`config.mk`:
```
export PLATFORM = sky130hd
export DESIGN_NAME = ccs_top
export DESIGN_NICKNAME = d
export VERILOG_FILES = /design/src/inc/ccs_pkg.sv /design/src/hw/ccs_top.sv
export VERILOG_INCLUDE_DIRS = /design/src /design/src/inc
export SDC_FILE = /design/constraint.sdc
export NUM_CORES = 2
export LEC_CHECK = 0
export BUFFER_PORTS_ARGS = -buffer_cell sky130_fd_sc_hd__buf_2
export CAP_MARGIN = 25
export CELL_PAD_IN_SITES_DETAIL_PLACEMENT = 1
export CELL_PAD_IN_SITES_GLOBAL_PLACEMENT = 2
export CORE_MARGIN = 4
export CORE_UTILIZATION = 28
export CTS_CLUSTER_DIAMETER = 60
export DETAILED_ROUTE_END_ITERATION = 7
export HOLD_SLACK_MARGIN = 0.06
export PLACE_DENSITY_LB_ADDON = 0.1
export SYNTH_ARGS = -nofsm -noshare
export SYNTH_HDL_FRONTEND = slang
export SYNTH_SLANG_ARGS = --single-unit
```
`constraint.sdc`:
```
create_clock -name i_sys_clk -period 55.6 [get_ports i_sys_clk]
set_input_delay 13.9 -clock i_sys_clk [delete_from_list [all_inputs] [get_ports i_sys_clk]]
set_output_delay 13.9 -clock i_sys_clk [all_outputs]
set_load 0.02 [all_outputs]
```
`src/inc/ccs_map.svh`:
```
// Purpose: Address map, field positions, reset values and timing for the staging block.
// Assumes: Temperatures and bands are signed tenths of a degree; times are seconds.
// Notes:   Definitions only.
`ifndef CCS_MAP_SVH
`define CCS_MAP_SVH

`define CCS_CLK_HZ     25000000
`define CCS_TICK_S     1
`define CCS_HOUR_S     3600
`define CCS_NCOMP      6
`define CCS_PER_CIRC   3
`define CCS_NCFG       14

`define CCS_A_CTRL     8'h00
`define CCS_A_CFG_LO   8'h04
`define CCS_A_CFG_HI   8'h38
`define CCS_A_STAT     8'h40
`define CCS_A_BAND     8'h44
`define CCS_A_STATE    8'h48
`define CCS_A_HRS_LO   8'h4C
`define CCS_A_HRS_HI   8'h60

`define CCS_F_CTYPE    0
`define CCS_F_WINTER   1
`define CCS_F_ADAPT    2
`define CCS_F_ROT      4:3
`define CCS_F_LIFO     3
`define CCS_F_HOURS    4
`define CCS_F_SHARE    5
`define CCS_F_NCIRC    7:6
`define CCS_F_CPC      9:8
`define CCS_F_RUN      10
`define CCS_CTRL_RST   16'h0140
`define CCS_CT_SIDE    1'h0
`define CCS_TWIN       2'h2

`define CCS_IX_SP_SUM  0
`define CCS_IX_SP_WIN  1
`define CCS_IX_PBAND   2
`define CCS_IX_DBAND   3
`define CCS_IX_BMIN    4
`define CCS_IX_BMAX    5
`define CCS_IX_CH_LO   6
`define CCS_IX_CH_HI   7
`define CCS_IX_HT_LO   8
`define CCS_IX_HT_HI   9
`define CCS_IX_EXTRA   10
`define CCS_IX_RELEASE 11
`define CCS_IX_MIN_ON  12
`define CCS_IX_MAXST   13

`define CCS_RST_CFG '{16'h0046, 16'h01C2, 16'h0028, 16'h0014, 16'h000A, 16'h0032, \
  16'h0032, 16'h00C8, 16'h012C, 16'h0226, 16'h003C, 16'h003C, 16'h001E, 16'h000A}
`define CCS_RST_DBAND  16'h0014
`define CCS_C0_MASK    6'h07
`define CCS_CIRC1_IX   3'h3

`endif

```
`src/inc/ccs_pkg.sv`:
```
// Purpose: Types shared by the compressor staging block.
// Assumes: Six compressors, three per circuit.
// Notes:   Pin group travels as one packed struct through the synchroniser.
`default_nettype none
package ccs_pkg;
  typedef enum logic [2:0] {
    CS_DISABLED, CS_ON, CS_WAIT_ON, CS_OFF, CS_WAIT_OFF, CS_ALARM, CS_MANUAL
  } ccs_cmp_state_t;

  typedef struct packed {
    logic [15:0] inlet;
    logic [15:0] out_a;
    logic [15:0] out_b;
    logic [1:0]  fail;
    logic [5:0]  prot;
    logic [5:0]  man;
  } ccs_pins_t;
endpackage
`default_nettype wire

```
`src/hw/ccs_top.sv`:
```
// Purpose: Compressor staging controller for a chiller or heat pump, APB slave.
// Assumes: One 25 MHz clock, synchronous reset, pins synchronised here.
// Notes:   Register writes land at the APB access edge; reads are staged one cycle.
// What this block does
// - Control type 0 selects side band, 1 selects dead band control.
// - Summer side band adds steps as inlet rises across proportional band.
// - Winter side band sits below setpoint, adds steps as inlet falls.
// - Inside the dead band no switch-on or switch-off is requested.
// - Summer dead band: above band switch on, below band switch off.
// - Winter dead band: below band switch on, above band switch off.
// - Setpoints are clamped to their chiller or heat pump limits.
// - Still outside after extra or release time, one more step is requested.
// - Self adapt uses configured band at start, then tunes it from starts.
// - Two circuits regulate on the outlet average, or the working probe.
// - Both outlet probes failed means no regulation and no requests.
// - Up to three equal compressors per circuit, six in total.
// - Each compressor is in one of seven states.
// - Running hours per compressor are readable; writing zero clears them.
// - Alarm and manual units leave rotation; others replace them.
// - FIFO switches off the earliest started running compressor.
// - FIFO starts the unit after the last one switched off.
// - LIFO switches off the most recently started compressor.
// - Hour modes start fewest hours, stop most hours, ties by order.
// - Share 0 alternates steps between circuits.
// - Share 1 fills the first circuit before the second.
// - A started compressor stays on for at least the minimum on time, unless it trips, goes to manual or is deconfigured.
// - At the hourly start limit further starts wait.
`default_nettype none
`include "ccs_map.svh"

module ccs_top import ccs_pkg::*; #(
  parameter int unsigned SEC_CYCLES = `CCS_CLK_HZ * `CCS_TICK_S
) (
  input  wire logic        i_sys_clk,
  input  wire logic        i_srst,
  input  wire logic        i_ce,
  input  wire logic        i_psel,
  input  wire logic        i_penable,
  input  wire logic        i_pwrite,
  input  wire logic [7:0]  i_paddr,
  input  wire logic [31:0] i_pwdata,
  output logic             o_pready,
  output logic [31:0]      o_prdata,
  output logic             o_pslverr,
  input  wire logic [15:0] i_inlet_temp,
  input  wire logic [15:0] i_outlet_temp_a,
  input  wire logic [15:0] i_outlet_temp_b,
  input  wire logic [1:0]  i_probe_fail,
  input  wire logic [5:0]  i_prot_trip,
  input  wire logic [5:0]  i_manual_mode,
  output logic [5:0]       o_comp_on
);

  ccs_pins_t pin_in, s1_q, s2_q;
  assign pin_in = '{inlet: i_inlet_temp, out_a: i_outlet_temp_a, out_b: i_outlet_temp_b,
                    fail: i_probe_fail, prot: i_prot_trip, man: i_manual_mode};

  always_ff @(posedge i_sys_clk) begin
    if (i_srst) begin
      s1_q <= '0;
      s2_q <= '0;
    end else if (i_ce) begin
      s1_q <= pin_in;
      s2_q <= s1_q;
    end
  end

  localparam logic [15:0] CFG_RST [`CCS_NCFG] = `CCS_RST_CFG;
  logic [15:0] ctrl_q;
  logic [15:0] cfg_q [`CCS_NCFG];
  logic        wr_en;
  logic        cfg_hit;
  logic        hrs_hit;
  logic [3:0]  cfg_ix;
  logic [2:0]  hrs_ix;

  assign o_pready = i_ce;
  assign wr_en    = i_psel & i_penable & i_pwrite & i_ce;
  assign cfg_ix   = 4'((i_paddr - `CCS_A_CFG_LO) >> 2);
  assign hrs_ix   = 3'((i_paddr - `CCS_A_HRS_LO) >> 2);
  assign cfg_hit  = i_paddr >= `CCS_A_CFG_LO && i_paddr <= `CCS_A_CFG_HI && i_paddr[1:0] == 2'h0;
  assign hrs_hit  = i_paddr >= `CCS_A_HRS_LO && i_paddr <= `CCS_A_HRS_HI && i_paddr[1:0] == 2'h0;

  always_ff @(posedge i_sys_clk) begin
    if (i_srst) begin
      ctrl_q <= `CCS_CTRL_RST;
      for (int k = 0; k < `CCS_NCFG; k++) cfg_q[k] <= CFG_RST[k];
    end else if (wr_en) begin
      if (i_paddr == `CCS_A_CTRL) ctrl_q <= i_pwdata[15:0];
      if (cfg_hit) cfg_q[cfg_ix] <= i_pwdata[15:0];
    end
  end

  logic       winter, adapt, share, twin, run_en, hmode, fifo;
  logic [1:0] cpc;
  logic [2:0] n_steps;
  logic [7:0] max_st;
  assign winter  = ctrl_q[`CCS_F_WINTER];
  assign adapt   = ctrl_q[`CCS_F_ADAPT];
  assign share   = ctrl_q[`CCS_F_SHARE];
  assign twin    = ctrl_q[`CCS_F_NCIRC] == `CCS_TWIN;
  assign cpc     = ctrl_q[`CCS_F_CPC];
  assign run_en  = ctrl_q[`CCS_F_RUN];
  assign hmode   = ctrl_q[`CCS_F_HOURS];
  assign fifo    = !ctrl_q[`CCS_F_LIFO];
  assign n_steps = twin ? {cpc, 1'b0} : {1'b0, cpc};
  assign max_st  = cfg_q[`CCS_IX_MAXST][7:0];

  logic [24:0] sec_cnt_q;
  logic [11:0] hr_cnt_q;
  logic        tick, hour_tick;
  assign tick      = i_ce && sec_cnt_q == 25'(SEC_CYCLES - 1);
  assign hour_tick = tick && hr_cnt_q == 12'(`CCS_HOUR_S - 1);

  always_ff @(posedge i_sys_clk) begin
    if (i_srst) begin
      sec_cnt_q <= '0;
      hr_cnt_q  <= '0;
    end else if (i_ce) begin
      sec_cnt_q <= tick ? 25'h0 : sec_cnt_q + 25'h1;
      if (hour_tick) hr_cnt_q <= 12'h0;
      else if (tick) hr_cnt_q <= hr_cnt_q + 12'h1;
    end
  end

  // Probe selection.
  logic signed [16:0] t_sum;
  logic signed [15:0] t_out, t_in, sp, half;
  logic               reg_ok;
  assign t_sum = $signed({s2_q.out_a[15], s2_q.out_a}) + $signed({s2_q.out_b[15], s2_q.out_b});
  assign t_in  = $signed(s2_q.inlet);

  always_comb begin
    reg_ok = 1'b1;
    t_out  = $signed(s2_q.out_a);
    if (twin && s2_q.fail == 2'h0) begin
      t_out = t_sum[16:1];
    end else if (twin && !s2_q.fail[1]) begin
      t_out = $signed(s2_q.out_b);
    end else if (s2_q.fail[0]) begin
      reg_ok = 1'b0;
    end
  end

  function automatic logic signed [15:0] clamp16(input logic signed [15:0] v,
                                                 input logic signed [15:0] lo,
                                                 input logic signed [15:0] hi);
    clamp16 = (v < lo) ? lo : ((v > hi) ? hi : v);
  endfunction

  assign sp = winter ?
    clamp16(cfg_q[`CCS_IX_SP_WIN], cfg_q[`CCS_IX_HT_LO], cfg_q[`CCS_IX_HT_HI]) :
    clamp16(cfg_q[`CCS_IX_SP_SUM], cfg_q[`CCS_IX_CH_LO], cfg_q[`CCS_IX_CH_HI]);

  // Compressor bookkeeping arrays.
  ccs_cmp_state_t st_q [`CCS_NCOMP];
  ccs_cmp_state_t st_d [`CCS_NCOMP];
  logic [15:0]    hrs_q [`CCS_NCOMP];
  logic [7:0]     age [`CCS_NCOMP];
  logic [5:0]     cfgd, on_m, off_m;
  logic [7:0]     seq_q, hr_starts_q;
  logic [2:0]     last_off_q, running, pick_on, pick_off;
  logic           last_circ_q, found_on, found_off;

  logic [15:0] band_q;
  always_ff @(posedge i_sys_clk) begin
    if (i_srst) begin
      band_q <= `CCS_RST_DBAND;
    end else if (i_ce) begin
      if (!run_en || !adapt) begin
        band_q <= cfg_q[`CCS_IX_DBAND];
      end else if (hour_tick && hr_starts_q > max_st && band_q < cfg_q[`CCS_IX_BMAX]) begin
        band_q <= band_q + 16'h1;
      end else if (hour_tick && hr_starts_q < max_st && band_q > cfg_q[`CCS_IX_BMIN]) begin
        band_q <= band_q - 16'h1;
      end
    end
  end
  assign half = $signed({1'b0, band_q[15:1]});

  logic signed [23:0] diff;
  logic [2:0]         target;
  always_comb begin
    diff   = winter ? 24'(sp) - 24'(t_in) : 24'(t_in) - 24'(sp);
    target = 3'h0;
    for (int k = 1; k <= `CCS_NCOMP; k++) begin
      if (!diff[23] && 3'(k) <= n_steps &&
          diff * 24'(n_steps) >= 24'(k) * 24'(cfg_q[`CCS_IX_PBAND])) begin
        target = 3'(k);
      end
    end
  end

  logic above, below, on_zone, off_zone;
  assign above    = t_out > sp + half;
  assign below    = t_out < sp - half;
  assign on_zone  = winter ? below : above;
  assign off_zone = winter ? above : below;

  logic [15:0] zone_tmr_q;
  logic        req_on, req_off, do_on, do_off;
  always_comb begin
    req_on  = 1'b0;
    req_off = 1'b0;
    if (tick && reg_ok && run_en) begin
      if (ctrl_q[`CCS_F_CTYPE] == `CCS_CT_SIDE) begin
        req_on  = running < target;
        req_off = running > target;
      end else begin
        req_on  = on_zone && zone_tmr_q == 16'h0;
        req_off = off_zone && zone_tmr_q == 16'h0;
      end
    end
  end
  assign do_on  = req_on & found_on;
  assign do_off = req_off & found_off;

  // repeat after extra or release time
  always_ff @(posedge i_sys_clk) begin
    if (i_srst) begin
      zone_tmr_q <= '0;
    end else if (i_ce) begin
      if (!(on_zone || off_zone)) zone_tmr_q <= 16'h0;
      else if (req_on) zone_tmr_q <= cfg_q[`CCS_IX_EXTRA];
      else if (req_off) zone_tmr_q <= cfg_q[`CCS_IX_RELEASE];
      else if (tick && zone_tmr_q != 16'h0) zone_tmr_q <= zone_tmr_q - 16'h1;
    end
  end

  // Start pick.
  logic [5:0] cand;
  logic [3:0] idx;
  always_comb begin
    cand = (share ? 1'b0 : !last_circ_q) ? (off_m & ~`CCS_C0_MASK) : (off_m & `CCS_C0_MASK);
    if (cand == 6'h0) cand = off_m;
    found_on = 1'b0;
    pick_on  = 3'h0;
    idx      = 4'h0;
    for (int j = 0; j < `CCS_NCOMP; j++) begin
      idx = 4'(last_off_q) + 4'(j) + 4'h1;
      if (idx >= 4'(`CCS_NCOMP)) idx = idx - 4'(`CCS_NCOMP);
      if (cand[idx[2:0]] && (!found_on || (hmode && hrs_q[idx[2:0]] < hrs_q[pick_on]))) begin
        found_on = 1'b1;
        pick_on  = idx[2:0];
      end
    end
  end

  // Stop pick.
  always_comb begin
    found_off = 1'b0;
    pick_off  = 3'h0;
    for (int i = 0; i < `CCS_NCOMP; i++) begin
      if (on_m[i] && (!found_off || (hmode && hrs_q[i] > hrs_q[pick_off]) ||
          ((!hmode || hrs_q[i] == hrs_q[pick_off]) &&
           (fifo ? age[i] > age[pick_off] : age[i] < age[pick_off])))) begin
        found_off = 1'b1;
        pick_off  = 3'(i);
      end
    end
  end

  always_comb begin
    running = 3'h0;
    for (int i = 0; i < `CCS_NCOMP; i++) begin
      if (st_q[i] == CS_ON || st_q[i] == CS_WAIT_ON) running = running + 3'h1;
    end
  end

  always_ff @(posedge i_sys_clk) begin
    if (i_srst) begin
      seq_q       <= '0;
      last_off_q  <= 3'(`CCS_NCOMP - 1);
      last_circ_q <= 1'b1;
      hr_starts_q <= '0;
    end else if (i_ce) begin
      if (do_on) begin
        seq_q       <= seq_q + 8'h1;
        last_circ_q <= pick_on >= `CCS_CIRC1_IX;
      end
      if (do_off) last_off_q <= pick_off;
      if (hour_tick) hr_starts_q <= {7'h0, do_on};
      else if (do_on) hr_starts_q <= hr_starts_q + 8'h1;
    end
  end

  for (genvar g = 0; g < `CCS_NCOMP; g++) begin : g_cmp
    logic [15:0] on_tmr_q;
    logic [11:0] secs_q;
    logic [7:0]  starts_q, stamp_q;
    logic        out_q, start;

    assign cfgd[g]      = 2'(g % `CCS_PER_CIRC) < cpc && (g < `CCS_PER_CIRC || twin);
    assign on_m[g]      = st_q[g] == CS_ON;
    assign off_m[g]     = st_q[g] == CS_OFF;
    assign age[g]       = seq_q - stamp_q;
    assign start        = st_d[g] == CS_ON && st_q[g] != CS_ON;
    assign o_comp_on[g] = out_q;

    always_comb begin
      st_d[g] = st_q[g];
      if (!cfgd[g]) begin
        st_d[g] = CS_DISABLED;
      end else if (s2_q.prot[g]) begin
        st_d[g] = CS_ALARM;
      end else if (s2_q.man[g]) begin
        st_d[g] = CS_MANUAL;
      end else begin
        unique case (st_q[g])
          CS_DISABLED, CS_ALARM, CS_MANUAL: st_d[g] = CS_OFF;
          CS_OFF: begin
            if (do_on && pick_on == 3'(g)) st_d[g] = starts_q >= max_st ? CS_WAIT_ON : CS_ON;
          end
          CS_WAIT_ON: begin
            if (!run_en) st_d[g] = CS_OFF;
            else if (starts_q < max_st) st_d[g] = CS_ON;
          end
          CS_ON: begin
            if (!run_en || (do_off && pick_off == 3'(g))) begin
              st_d[g] = on_tmr_q < cfg_q[`CCS_IX_MIN_ON] ? CS_WAIT_OFF : CS_OFF;
            end
          end
          CS_WAIT_OFF: begin
            if (on_tmr_q >= cfg_q[`CCS_IX_MIN_ON]) st_d[g] = CS_OFF;
          end
        endcase
      end
    end

    always_ff @(posedge i_sys_clk) begin
      if (i_srst) begin
        st_q[g]  <= CS_DISABLED;
        out_q    <= 1'b0;
        on_tmr_q <= '0;
        starts_q <= '0;
        stamp_q  <= '0;
      end else if (i_ce) begin
        st_q[g] <= st_d[g];
        out_q   <= st_d[g] == CS_ON || st_d[g] == CS_WAIT_OFF;
        if (start) begin
          on_tmr_q <= 16'h0;
          stamp_q  <= seq_q;
        end else if (tick && out_q && on_tmr_q != 16'hFFFF) begin
          on_tmr_q <= on_tmr_q + 16'h1;
        end
        // Clearing first means a start in the boundary cycle still counts.
        if (hour_tick) starts_q <= {7'h0, start};
        else if (start) starts_q <= starts_q + 8'h1;
      end
    end

    always_ff @(posedge i_sys_clk) begin
      if (i_srst) begin
        hrs_q[g] <= '0;
        secs_q   <= '0;
      end else if (i_ce) begin
        if (wr_en && hrs_hit && hrs_ix == 3'(g) && i_pwdata == 32'h0) begin
          hrs_q[g] <= 16'h0;
          secs_q   <= 12'h0;
        end else if (tick && out_q) begin
          if (secs_q == 12'(`CCS_HOUR_S - 1)) begin
            secs_q   <= 12'h0;
            hrs_q[g] <= hrs_q[g] + 16'h1;
          end else begin
            secs_q <= secs_q + 12'h1;
          end
        end
      end
    end
  end

  // Read data is staged in the setup cycle so the access phase sees flops.
  logic [31:0] rd;
  logic        hit;
  always_comb begin
    rd  = 32'h0;
    hit = 1'b1;
    if (i_paddr == `CCS_A_CTRL) begin
      rd = {16'h0, ctrl_q};
    end else if (cfg_hit) begin
      rd = {16'h0, cfg_q[cfg_ix]};
    end else if (i_paddr == `CCS_A_STAT) begin
      rd = {19'h0, reg_ok, target, running, o_comp_on};
    end else if (i_paddr == `CCS_A_BAND) begin
      rd = {16'h0, band_q};
    end else if (i_paddr == `CCS_A_STATE) begin
      for (int i = 0; i < `CCS_NCOMP; i++) rd[3*i +: 3] = st_q[i];
    end else if (hrs_hit) begin
      rd = {16'h0, hrs_q[hrs_ix]};
    end else begin
      hit = 1'b0;
    end
  end

  always_ff @(posedge i_sys_clk) begin
    if (i_srst) begin
      o_prdata  <= '0;
      o_pslverr <= 1'b0;
    end else if (i_ce && i_psel && !i_penable) begin
      o_prdata  <= i_pwrite ? 32'h0 : rd;
      o_pslverr <= !hit;
    end
  end

endmodule // ccs_top
`default_nettype wire

```
Yosys cells after proc, flatten, opt, wreduce, memory -nomap -nowiden

Memory sizes are Yosys's and may differ from the RTL's.
Cells that the tools add are included.

Register bits: 532
Bits in writable memories: 338
Input bits: 108
Output and inout port bits: 40
Word-level logic and storage cells: 887
Memories kept: 3

Add/subtract/negate cells: 65
Multiply operators: 4
Magnitude comparators: 92
Eq/ne operators: 93
Mux-type cells: 315
Bitwise logic cells: 27
Reductions and logical operators: 235

Memories:

| name  | depth | bits a word | rd ports | clocked after memory_dff | wr ports | RTL line       | RTL |
|---|---|---|---|---|---|---|---|
| cfg_q | 14    | 16          | 15       | 0                        | 14       | ccs_top.sv:70  | `` logic [15:0] cfg_q [`CCS_NCFG]; `` |
| hrs_q | 6     | 16          | 21       | 0                        | 6        | ccs_top.sv:158 | `` logic [15:0] hrs_q [`CCS_NCOMP]; `` |
| st_q  | 6     | 3           | 6        | 0                        | 6        | ccs_top.sv:156 | `` ccs_cmp_state_t st_q [`CCS_NCOMP]; `` |

Operator list:

| cell                  | number |
|---|---|
| $mux 16               | 40 |
| $mux 3                | 87 |
| $lt 16x16->1          | 15 |
| $mux 12               | 20 |
| $add 16x1->16 const B | 13 |
| $mux 8                | 22 |
| $mux 32               | 5 |
| $gt 16x16->1          | 9 |
| $mux 1                | 112 |
| $logic_and 1x1->1     | 102 |
| $bmux 8 s3            | 4 |
| $ge 16x16->1          | 6 |
| $lt 8x8->1            | 12 |
| $ne 16x16->1 const B  | 6 |
| $eq 3x3->1 const B    | 30 |
| $pmux 3 s5            | 6 |
| $add 12x1->12 const B | 7 |
| $eq 12x12->1 const B  | 7 |
| $eq 16x16->1          | 5 |
| $add 8x1->8 const B   | 8 |
| $reduce_and 2->1      | 31 |
| $eq 3x2->1 const B    | 18 |
| $ge 24x18->1          | 2 |
| $ge 24x19->1          | 2 |
| 67 further kinds      | 262 |

Depth between registers and ports, before layout

An unclocked memory read counts as a cell.

Depth in word-level cells: 60
Depth in mapped cells: 109

Worst setup path after synthesis

No wires, ideal clock.

Path type: input-to-output
Start: in i_ce
End: out o_pready
Data arrival time: 14034 ps
Required time: 41700 ps
Path slack: 27666 ps
Stages: 1
Path buffers: 1
Path through: buf_4

RTL lines:

| item               | RTL line      | RTL |
|---|---|---|
| start: declaration | ccs_top.sv:36 | `input wire logic i_ce,` |
| end: declaration   | ccs_top.sv:42 | `output logic o_pready,` |

No word-level cell between the ends.

Worst setup path in the final report

Start: in i_ce
End: out o_pready

No word-level cell between the ends.

==> key figures <==
Timing
  • Final setup fails: 0
  • Fin crit share: 51.1%
  • Minimum clock period: 28.43 ns
  • Hold Vio Cnt, Final: 0
  • Final worst setup slack: between 20 and 30 ns
  • Max_slew headroom: 26.5%
  • Fin Setup TNS: 0 ns
  • Skew final: 0.0368 ns
  • Peak Freq: approximately 0.035 GHz
  • Worst slew pin tran: 1.10 ns
  • RSZ-0062 raised after global routing: false
  • Final slew viol count: 0

Routing
  • Drt pass-1 iters: 8
  • Antenna viol nets, final: 0
  • Routed wl met2: 165 mm
  • Routed wire length: 331 mm
  • DRC: 0
  • Via count: ~67000
  • DR WL met3: 9.62 mm
  • Vias/cell: 5.30
  • Post-route met1 wirelength: ~140 mm
  • DR iter-0 viols: 3509
  • DR WL/cell: 26.4 um
  • Top sig layer: met5

Critical path
  • Worst r2r dst: g_cmp[3].on_tmr_q[1]$_SDFFE_PP0P_
  • Critical-path cell list: buf_8, buf_2
  • Max stage delay cell, worst path: buf_8
  • Type of the worst setup path: in -> out
  • Critical Path RT: roughly 42 ns
  • Worst EP arrival: 14.53 ns
  • CP Buf/Inv Count: 2
  • RR Startpoint: last_off_q[0]$_SDFFE_PP1P_
  • Worst setup SP type: input pin
  • Crit-path max cell delay: between 0.3 and 0.4 ns
  • Max FO, Critical Path: 46
  • Element type at the critical path end: output port
  • R2R setup slack: slightly above 30 ns
  • CP top delay family: buffers and inverters
  • Cells on worst reg2reg path: 98

Clock tree
  • Worst-Skew Late Latency: 0.81 ns
  • Postcts setup bufs: 0
  • CTS Buf Count: 138
  • Root Buffer: clkbuf_16
  • Clock Path Buffers: 3
  • Clk sinks: 888
  • Hold buffer count at cts: 0
  • Cts repair resizes: 0
  • Htree depth: 4
  • CTS tree: yes
  • Clock slew seen by the registers of the worst setup and hold paths: 0.05 ns

Min path
  • Hold EP: g_cmp[0].stamp_q[3]$_SDFFE_PP0P_
  • Min-delay src: g_cmp[0].stamp_q[3]$_SDFFE_PP0P_
  • Tightest Hold Check Type: reg -> reg
  • Hold path depth: 2

Synthesis
  • Top cells by area, synth: edfxtp_1, dfxtp_1, ha_1
  • Post-synth ARST share: 0%
  • Dominant synthesized flop cell: dfxtp_1
  • Sequential area share after synthesis: 28.7%
  • Post-synthesis mux area share: 10.3%
  • Synthesized flop and latch total: 888
  • Number of synthesized flops with an enable pin: 370
  • Synth warn: 0
  • Largest family of logic cells by synthesized area: simple AND/OR/NAND/NOR gates
  • Syn_area_per_cell: 8.44 um^2
  • Largest area contributor in the netlist: edfxtp_1
  • Synth Instances: 8865
  • Netlist cell types: approximately 110
  • Share of the synthesized area in the top cell type: 14.9%
  • Adder-cell area share of the yosys netlist: 14.6%
  • Post-synthesis compound-gate area fraction: 16.7%
  • Mapped Area: 74800 um^2
  • Synth Area in Simple Gates: 19.6%
  • Post-Synth XOR/XNOR Area: under 10%

Power
  • Pwr Density: 26.1 nW/um^2
  • Final Power: 2.21 mW
  • VDD IR max: 0.0000227 V
  • Leak: 36.2 nW

Global routing
  • Largest net degree at the start of global routing: 135
  • Initial antenna violation count: 15
  • Vias in the first global route: 68898
  • Gr ovfl total: 0
  • First-pass GRT wire length: around 480 mm
  • GR Util All Layers: 23.3%

Finish
  • Commonest non-fill, non-tap cell in the layout: nor2_1
  • Nets@finish: 9851
  • Area Overhead vs Synth: 13.6%
  • Final core occ: approximately a third
  • Most frequent cells in the layout: nor2_1, ha_1, nand2_1
  • Layout cells sized above 1: 10.2%

Floorplanning
  • Top Ports: 148
  • Area of the die: 275000 um^2
  • Die W: 525 um
  • Rows: 189
  • Die height: 525 um
  • Core area: 266000 um^2
  • Starting Density: 28.2%

Run
  • Maxcap violations: 0

Placement
  • DP Wirelength: 256 mm
  • RePlAce Congestion: a little under 0.9
  • Number of port buffers: 133
  • Post-Place Setup Slack: roughly 27 ns

Outcome
  • Status: completed
worst register-to-register path: cells and delay by family, from the launching register on:
kind            cells  cell delay (ns)
buf+inv            12             3.77
fa+ha+maj           7             2.46
mux                 5             1.73
flops               1             0.63
simple gates       24             4.58
compound gates     50            11.72
synthesized netlist by cell type (21+ instances only):
library cell and instances:
buf_2 32, mux2_2 108, o211ai_1 134, o21bai_1 73, ha_1 824, o21ai_1 37, buf_1 55, o21ai_0 414
a31oi_1 67, nand2b_1 165, xor2_1 169, o21a_1 51, or3_1 57, fa_1 32, nand3_1 220, nand4_1 160
a211oi_1 60, inv_1 501, clkbuf_1 402, a21oi_1 708, nand2_1 726, nor2b_1 139, xnor2_1 224, nor2_1 992
or2_2 21, a22o_1 24, and2_1 215, mux2i_1 424, and3_1 89, a22oi_1 30, nor3_1 95, dfxtp_1 518
edfxtp_1 370, a21o_1 187, nor4_1 52, mux4_2 97, o22a_1 21, buf_4 27, and4_1 23
area by class of cell:
type,count,area [um^2]
repair buffers,387,2720
inverters,517,1940
diodes,9,22.5
well taps,3533,4420
clock inverters,64,792
flip-flops and latches,888,21500
fillers,30890,181000
clock buffers,189,3990
multi-input cells,6955,49600
sequential cells by signal, indices dropped and copies added (netlist names), 8 cells and up:
name	flops
band_q	16
cfg_q	256
ctrl_q	16
g_cmp.on_tmr_q	96
g_cmp.secs_q	72
g_cmp.stamp_q	48
g_cmp.starts_q	48
hr_cnt_q	12
hr_starts_q	8
hrs_q	96
o_prdata	18
s1_q	62
s2_q	46
sec_cnt_q	25
seq_q	8
st_q	18
t_in	16
zone_tmr_q	16
kinds of logic (layout without fill, tap and decap cells):
logic type | count (synthesis) | count (layout)
AOI/OAI and AO/OA | 2011 | 2011
other | 1 | 23
DFF | 888 | 888
and+or+nand+nor | 3048 | 3048
muxes | 631 | 631
adders and majority gates | 856 | 856
xor gates and xnor gates | 395 | 395
buffers and inverters | 1035 | 1157
metal layers:
layer | track usage [%] | vias up
li1 | - | 31709
met1 | 28.0 | 33234
met2 | 41.8 | 1119
met3 | 2.38 | 461
met4 | 10.7 | 6
met5 | 0 | -
metrics by stage:
stage	hold WS [ns]	cell area (um^2)	std cells
6_report	0.457	85000	12542
2_1_floorplan	0.436	74900	8878
3_5_place_dp	0.454	80100	12274
5_1_grt	0.483	84900	12535
4_1_cts	0.461	84800	12527
3_3_place_gp	0.442	80000	12269
worst max path at each step:
stage / startpoint / end / slack (ns) / cells after the start
floorplan: i_ce / o_pready / 27.67 / 1
global placement: i_ce / o_pready / 27.15 / 2
detailed placement: i_ce / o_pready / 27.15 / 2
CTS: i_ce / o_pready / 27.14 / 2
global route: i_ce / o_pready / 27.13 / 2
finish: i_ce / o_pready / 27.17 / 2
power breakdown:
part	internal [mW]	switching, mW
Clock	0.560	0.358
Sequential	0.701	0.0336
Combinational	0.218	0.342
Total	1.48	0.735
Power figures use the tool's default switching activity.
